`src/verilog/spm_pkg.sv`:
```
package spm_pkg;
    // result word size
    localparam int unsigned RESULT_W = 16;
    // chain pass-through delay in serial clock cycles
    localparam int unsigned CHAIN_DELAY = 16;

    // pin indices inside the synchronised pin bundle
    localparam int unsigned PIN_W = 3;
    localparam int unsigned PIN_SCK = 0;
    localparam int unsigned PIN_START = 1;
    localparam int unsigned PIN_CHAIN = 2;

    // values after reset
    localparam logic [RESULT_W-1:0] SHREG_RESET = 16'h0000;
    localparam logic [PIN_W-1:0] PINS_RESET = 3'h0;
    localparam logic CHAIN_RESET = 1'b0;

    // phase of the read-out port
    typedef enum logic [1:0] {
        SPM_PH_IDLE,
        SPM_PH_CONV,
        SPM_PH_DATA
    } spm_phase_e;
endpackage

```
`src/verilog/spm_pin_if.sv`:
```
`timescale 1ns/1ps
interface spm_pin_if;
    logic [spm_pkg::PIN_W-1:0] level;
    logic [spm_pkg::PIN_W-1:0] rise;
    logic [spm_pkg::PIN_W-1:0] fall;

    // synchroniser side
    modport src (
        output level,
        output rise,
        output fall
    );

    // port logic side
    modport dst (
        input level,
        input rise,
        input fall
    );
endinterface

```
`src/verilog/spm_pin_sync.sv`:
```
`timescale 1ns/1ps
module spm_pin_sync (
    // clock and reset
    input  wire logic                      ref_clk_i,
    input  wire logic                      rst_i,
    // raw pins
    input  wire logic [spm_pkg::PIN_W-1:0] pins_i,
    // synchronised levels and edges
    spm_pin_if.src                         pin_bus
);
    typedef struct packed {
        logic [spm_pkg::PIN_W-1:0] meta;
        logic [spm_pkg::PIN_W-1:0] sync;
        logic [spm_pkg::PIN_W-1:0] prev;
    } spm_sync_s;

    spm_sync_s st_reg;
    spm_sync_s st_next;

    // two-flop synchroniser plus one history stage
    always_comb begin
        st_next      = st_reg;
        st_next.meta = pins_i;
        st_next.sync = st_reg.meta;
        st_next.prev = st_reg.sync;
    end

    always_ff @(posedge ref_clk_i) begin
        if (rst_i) begin
            st_reg <= '{spm_pkg::PINS_RESET, spm_pkg::PINS_RESET, spm_pkg::PINS_RESET};
        end else begin
            st_reg <= st_next;
        end
    end

    // edges seen only after the second stage
    genvar g;
    generate
        for (g = 0; g < spm_pkg::PIN_W; g++) begin : g_edge
            assign pin_bus.level[g] = st_reg.sync[g];
            assign pin_bus.rise[g]  = st_reg.sync[g] & ~st_reg.prev[g];
            assign pin_bus.fall[g]  = ~st_reg.sync[g] & st_reg.prev[g];
        end
    endgenerate
endmodule

```
`src/verilog/spm_serial_port.sv`:
```
`timescale 1ns/1ps
module spm_serial_port (
    // clock and reset
    input  wire logic                         ref_clk_i,
    input  wire logic                         rst_i,
    // link pins
    input  wire logic                         sck_i,
    input  wire logic                         conversion_start_in_i,
    input  wire logic                         chain_data_in_i,
    output logic                              serial_result_out_o,
    output logic                              serial_result_oe_o,
    // converter core
    output logic                              conv_start_o,
    input  wire logic                         conv_done_i,
    input  wire logic [spm_pkg::RESULT_W-1:0] result_i,
    // status
    output logic                              chain_mode_o
);
    typedef struct packed {
        spm_pkg::spm_phase_e               phase;
        logic                              chain;
        logic                              busy_hi;
        logic                              chain_cap;
        logic [spm_pkg::RESULT_W-1:0]      shreg;
        logic                              out_bit;
        logic                              oe;
        logic                              start;
    } spm_port_s;

    spm_port_s st_reg;
    spm_port_s st_next;

    spm_pin_if pins ();

    logic sck_rise;
    logic sck_fall;
    logic start_rise;
    logic start_lvl;
    logic chain_lvl;
    logic cs_select;
    logic shift_ok;

    // pins pass two flops before any logic looks at them
    spm_pin_sync u_sync (
        .ref_clk_i (ref_clk_i),
        .rst_i     (rst_i),
        .pins_i    ({chain_data_in_i, conversion_start_in_i, sck_i}),
        .pin_bus   (pins)
    );

    // decoded link events
    assign sck_rise  = pins.rise[spm_pkg::PIN_SCK];
    assign sck_fall  = pins.fall[spm_pkg::PIN_SCK];
    assign start_rise = pins.rise[spm_pkg::PIN_START];
    assign start_lvl  = pins.level[spm_pkg::PIN_START];
    assign chain_lvl  = pins.level[spm_pkg::PIN_CHAIN];
    assign cs_select  = ~start_lvl | ~chain_lvl;
    // chain mode reads while start is high, cs mode while selected
    assign shift_ok   = st_reg.chain ? start_lvl : cs_select;

    // next-state logic of the read-out port
    always_comb begin
        st_next       = st_reg;
        st_next.start = 1'b0;
        if (start_rise) begin
            st_next.chain   = ~chain_lvl;
            st_next.phase   = spm_pkg::SPM_PH_CONV;
            st_next.busy_hi = 1'b0;
            st_next.start   = 1'b1;
        end else begin
            // sample chain input on the host's rising edge
            if (sck_rise) begin
                st_next.chain_cap = chain_lvl;
            end
            case (st_reg.phase)
                spm_pkg::SPM_PH_IDLE: begin
                    st_next.phase = spm_pkg::SPM_PH_IDLE;
                end
                spm_pkg::SPM_PH_CONV: begin
                    if (conv_done_i) begin
                        st_next.shreg   = result_i;
                        st_next.phase   = spm_pkg::SPM_PH_DATA;
                        st_next.busy_hi = ~st_reg.chain & cs_select;
                    end
                end
                spm_pkg::SPM_PH_DATA: begin
                    if (sck_fall && shift_ok) begin
                        if (st_reg.busy_hi) begin
                            st_next.busy_hi = 1'b0; // busy marker consumed
                        end else begin
                            // chain bit walks 16 stages to the output
                            st_next.shreg = {st_reg.shreg[spm_pkg::RESULT_W-2:0],
                                             st_reg.chain_cap};
                        end
                    end
                end
                default: begin
                    st_next.phase = spm_pkg::SPM_PH_IDLE;
                end
            endcase
        end
        // output bit: low while converting in cs mode, busy marker high, then msb first
        if (st_next.phase == spm_pkg::SPM_PH_CONV && !st_next.chain) begin
            st_next.out_bit = 1'b0;
        end else if (st_next.busy_hi) begin
            st_next.out_bit = 1'b1;
        end else begin
            st_next.out_bit = st_next.shreg[spm_pkg::RESULT_W-1];
        end
        // output enable
        if (st_next.chain) begin
            st_next.oe = 1'b1;
        end else begin
            st_next.oe = cs_select;
        end
    end

    always_ff @(posedge ref_clk_i) begin
        if (rst_i) begin
            st_reg <= '{spm_pkg::SPM_PH_IDLE, spm_pkg::CHAIN_RESET, 1'b0, 1'b0,
                        spm_pkg::SHREG_RESET, 1'b0, 1'b0, 1'b0};
        end else begin
            st_reg <= st_next;
        end
    end

    // outputs straight from the state flops
    assign serial_result_out_o = st_reg.out_bit;
    assign serial_result_oe_o  = st_reg.oe;
    assign conv_start_o        = st_reg.start;
    assign chain_mode_o        = st_reg.chain;
endmodule

```
`config.mk`:
```
export PLATFORM = sky130hd
export DESIGN_NAME = spm_serial_port
export DESIGN_NICKNAME = d
export VERILOG_FILES = /design/src/verilog/spm_pkg.sv /design/src/verilog/spm_pin_if.sv /design/src/verilog/spm_pin_sync.sv /design/src/verilog/spm_serial_port.sv
export SDC_FILE = /design/constraint.sdc
export NUM_CORES = 1
export LEC_CHECK = 0
export BUFFER_PORTS_ARGS = -buffer_cell sky130_fd_sc_hd__buf_2
export CAP_MARGIN = 20
export CORE_MARGIN = 2
export CORE_UTILIZATION = 58
export CTS_BUF_LIST = sky130_fd_sc_hd__clkbuf_4 sky130_fd_sc_hd__clkbuf_8 sky130_fd_sc_hd__clkbuf_16
export DETAILED_ROUTE_END_ITERATION = 12
export GPL_TIMING_DRIVEN = 0
export PLACE_DENSITY = 0.87
export SLEW_MARGIN = 20
export SYNTH_ARGS = -nofsm -noshare
export SYNTH_HDL_FRONTEND = slang
export SYNTH_HIERARCHICAL = 1
export SYNTH_SLANG_ARGS = --single-unit
```
`constraint.sdc`:
```
create_clock -name ref_clk_i -period 3 [get_ports ref_clk_i]
set_clock_uncertainty 0.1 [all_clocks]
set_input_delay 0 -clock ref_clk_i [delete_from_list [all_inputs] [get_ports ref_clk_i]]
set_output_delay 0 -clock ref_clk_i [all_outputs]
set_load 0.1 [all_outputs]
```
[Yosys cells after proc, flatten, opt, wreduce, memory -nomap -nowiden]
Cells that the tools add are included.
Storage, ports and cells
  input bits: 22
  register bits: 32
  output and inout bits: 4
  word-level logic and storage cells: 54
Cells by class
  bitwise logic cells: 12
  eq/ne operators: 6
  multiplexer cells: 17
  reduce and logical (&&, ||, !) cells: 7
Operator list (number)
  16-bit two-way mux: 4
  16-bit one-hot mux with 2 select lines: 1
  1-bit two-way mux: 8
  1-bit NOT: 7
  2-bit != test, second input constant: 3
  5-bit AND reduction: 1
  1-bit AND: 4
  2-bit by 1-bit equality test with 1-bit output, second input constant: 2
  2-bit two-way mux: 2
  2-bit one-hot mux with 2 select lines: 1
  2-bit equality test, second input constant: 1
  1-bit logical AND: 2
  1-bit one-hot mux with 2 select lines: 1
  2-bit AND reduction: 1
  2-bit nonzero test: 1
  2-bit OR reduction: 1
  1-bit zero test: 1
  1-bit OR: 1

[Longest topological paths before layout]
  depth in word-level cells: 8
  depth in mapped cells: 7
  mapped depth without buffers: 6

[Modules after synthesis]
Netlist, hierarchy kept.
By module, submodules not included
  spm_serial_port: cells an instance 110, seq. area each 480.5 um2, area each 1146.1 um2, times used 1
  spm_pin_sync: cells an instance 27, seq. area each 180.2 um2, area each 296.5 um2, times used 1

[Worst setup path before layout]
Ideal clock, no wire load.
  path kind: register -> register
  from: register st_reg, in the netlist chain_mode_o
  to: register st_reg, in the netlist serial_result_out_o
  slack: 0.690 ns
  required time: 2.762 ns
  clock period less this slack: 2.310 ns
  library setup time: 0.138 ns
  data arrival time: 2.072 ns
  stages on the path, launching flop included: 5
  path buffers: 0
  path through: dfxtp_1 -> and3b_2 -> o311a_2 -> o31ai_1 -> a32oi_1
Between the ends
  cells in the longest elaborated chain, start to end: 6
  elaborated cells between the ends (all ways): 16
  classes of those cells: 10 x mux; 2 x bitwise; 4 x reduce/logical
RTL lines
  from (decl): RTL line spm_serial_port.sv:30  | spm_port_s st_reg;
  from (signal assigned): RTL line spm_serial_port.sv:120  | st_reg <= '{spm_pkg::SPM_PH_IDLE, spm_pkg::CHAIN_RESET, 1'b0, 1'b0,
  from (signal assigned): RTL line spm_serial_port.sv:123  | st_reg <= st_next;
  1-bit two-way mux / 1-bit NOT (equally long branches): RTL line spm_serial_port.sv:59, spm_serial_port.sv:83
  1-bit logical AND / 1-bit AND (equally long branches): RTL line spm_serial_port.sv:87, spm_serial_port.sv:83
  16-bit two-way mux (tied with other cells): RTL line spm_serial_port.sv:87  | if (sck_fall && shift_ok) begin
  16-bit one-hot mux with 2 select lines / 1-bit one-hot mux with 2 select lines (equally long branches): RTL line spm_serial_port.sv:75  | case (st_reg.phase)
  16-bit two-way mux / 1-bit two-way mux (equally long branches): RTL line spm_serial_port.sv:65  | if (start_rise) begin
  1-bit two-way mux: RTL line spm_serial_port.sv:105  | end else if (st_next.busy_hi) begin
Several ways; a longest one is shown, not always the timed one. The select of a mux whose other input is x is not followed.
A chain may end at the register's enable or synchronous reset.

[Worst setup path after layout]
  from: register st_reg[22] (netlist name)
  to: register st_reg[8] (netlist name)
Between the ends
  cells in the longest elaborated chain, start to end: 3
  elaborated cells between the ends (all ways): 8
  classes of those cells: 5 x eq/ne; 1 x mux; 2 x reduce/logical
RTL lines (RTL line)
  2-bit equality test / 2-bit by 1-bit equality test with 1-bit output (equally long branches): spm_serial_port.sv:75
  2-bit != test (no source line) / 2-bit nonzero test (equally long branches)
  5-bit AND reduction (no source line)
Several ways; a longest one is shown, not always the timed one.

==> results.yml <==
run_status:
  status: "finished clean"
cells_and_area:
  layout_commonest_cell: "dfxtp_1"
  largest_register_ff_count: 20
  fin_nets: 210
  antennaDiodeCount: 0
  layout_common_cells: "32 x dfxtp_1, 26 x buf_2, 23 x dlygate4sd3_1"
  finish.instance_area_mm2: 0.00188
  drive_gt1_frac: 0.267
  syn2layout_area_growth_pct: 34.9
timing:
  period_needed_ns: 1.88
  max_freq_ghz: 0.533
  setup_viol: 0
  finalHoldViolCount: 0
  rsz0062_at_grt: "no"
  min_period_over_period: 0.626
  fin_setup_tns_ns: 0
  finalWorstSetupSlack_ns: 1.12
  worst_pin_slew_ns: 0.480
  slew_violations: 0
  max_slew_margin: 0.680
hold_path:
  hold_path_end: "st_reg[23]"
  hold_depth: 4
  min_from: "conv_done_i"
  holdCritPathClass: "in2reg"
pwr:
  combPwrFrac: 0.099
  pwr-share-seq: 0.487
  peakVddDrop_uv: 482
  power_density_mw_per_mm2: 476
  internal_power_mw: 0.696
  switching_power_mw: 0.196
  p_leak_nw: 0.714
  swShare: 0.220
  clockPowerShare: 0.414
clock_tree:
  ctsHtreeMaxLevel: 2
  cts_buffers: 5
  clock_path_buffers: 2
  clk_latency_ns: 0.34
  clock-sinks: 32
  cts-root-buf: "clkbuf_4"
  cts_tree: "done"
  clkSlewWorstSetupHoldPaths_ns: 0.10
  post_cts_buffers: 0
setup_path:
  worst_ep_required_time_ns: 3.16
  crit_arrival_ns: 2.04
  cp_slowest_cell: "ha_1"
  crit_type: "reg2reg"
  r2r-start: "st_reg[22]"
  critical_path.endpoint_type: "flip-flop"
  cp_cell_sequence: "inv_1 > ha_1 > nor4_1 > nand2_1 > buf_2 > o2bb2ai_1"
  worst-r2r-setup-slack_ns: 1.12
  reg2reg_to: "st_reg[8]"
  cp-start-kind: "flip-flop"
  cp_max_fo: 10
  cpLargestDelayFamily: "simple AND/OR/NAND/NOR gates"
  r2r_cells: 6
  cpPeakStageDelay_ns: 0.39
  path_buf_inv: 2
route:
  vias_per_cell: 5.81
  wirelength_um: 3240
  drt_iter0_markers: 31
  first_pass_iters: 4
  postRouteAntennaNets: 0
  vias: 1249
  wl_per_cell_um: 15.1
  remaining_drc_errors: 0
grt:
  grt_pass1_vias: 1280
  grt_pass1_wl_um: 5370
  antenna_found_initial: 0
  grt_max_degree: 11
  grt.overflow.total: 0
  grtUsageTotal: 0.272
place:
  placed_area_mm2: 0.00155
  io_buffers: 25
  dp.final_hpwl_um: 1910
  pre_cts_slack_ns: 1.19
  gp_congestion: 0.846
die:
  die_h_um: 53.0
  coreArea_mm2: 0.00223
  io_pins: 26
  die_w_um: 53.0
  die_area_mm2: 0.00280
  start_util: 0.622
  rows: 17
synthesis:
  synthCells: 131
  synth_fp_nets: 155
  syn_area_per_cell_um2: 10.6
  yosysWarnings: 6
  syn_area_mm2: 0.00139
run:
  max-cap-violations: 0
==> area by class of cell <==
type,instances,area [µm²]
repair buffers,48,355
well taps,28,35.0
clock inverters,1,30.0
plain buffers,8,63.8
fillers,123,358
flip-flops and latches,32,641
inverters,5,18.8
multi-input cells,86,667
clock buffers,7,65.1
==> per-layer routing <==
layer | part of all wire | GRT usage | vias to the layer above
met5 | 0 | 0 | -
met1 | 0.41 | 0.290 | 593
met3 | 0.054 | 0.0932 | 12
li1 | - | - | 603
met4 | 0.033 | 0.137 | 0
met2 | 0.50 | 0.471 | 41
==> stage by stage <==
step           utilization  hold slack [ns]  std cells  power, mW
5_1_grt              0.840           0.0892        215      0.919
3_5_place_dp         0.694            0.121        184      0.507
6_report             0.840           0.0456        215      0.892
3_3_place_gp         0.694            0.115        184      0.505
4_1_cts              0.840           0.0356        215      0.896
2_1_floorplan            -          -0.0284        131      0.484
==> worst min-delay path, delay by kind of cell <==
kind                   cells  cell delay [ns]
AOI/OAI and AO/OA          1             0.09
buffers and inverters      1             0.12
and+or+nand+nor            2             0.25
==> power by group through the flow <==
| stage | combinational, mW | sequential [mW] | clock [mW] |
|---|---|---|---|
| 5_1_grt | 0.0948 | 0.435 | 0.389 |
| 3_5_place_dp | 0.0633 | 0.444 | 0 |
| 2_1_floorplan | 0.0272 | 0.457 | 0 |
| 3_3_place_gp | 0.0614 | 0.443 | 0 |
| 4_1_cts | 0.0861 | 0.434 | 0.376 |
| 6_report | 0.0884 | 0.434 | 0.369 |
==> repair_timing <==
item | in CTS | in global routing
hold buffers | 23 | 0
resized for setup | 0 | 0
endpoints found under the setup margin | 0 | 0
hold endpoints to repair | 24 | 0
==> worst max-delay path by stage <==
stage / from / endpoint / slack (ns) / cells after the start
after floorplan: chain_mode_o / serial_result_out_o / 0.69 / 4
final: st_reg[22] / st_reg[8] / 1.12 / 6
after global routing: st_reg[22] / st_reg[5] / 0.97 / 6
after detailed placement: st_reg[22] / st_reg[4] / 1.19 / 6
after CTS: st_reg[22] / st_reg[4] / 1.16 / 6
after global placement: st_reg[22] / st_reg[4] / 1.22 / 6
No activity file was read; power rests on OpenSTA's default activity.
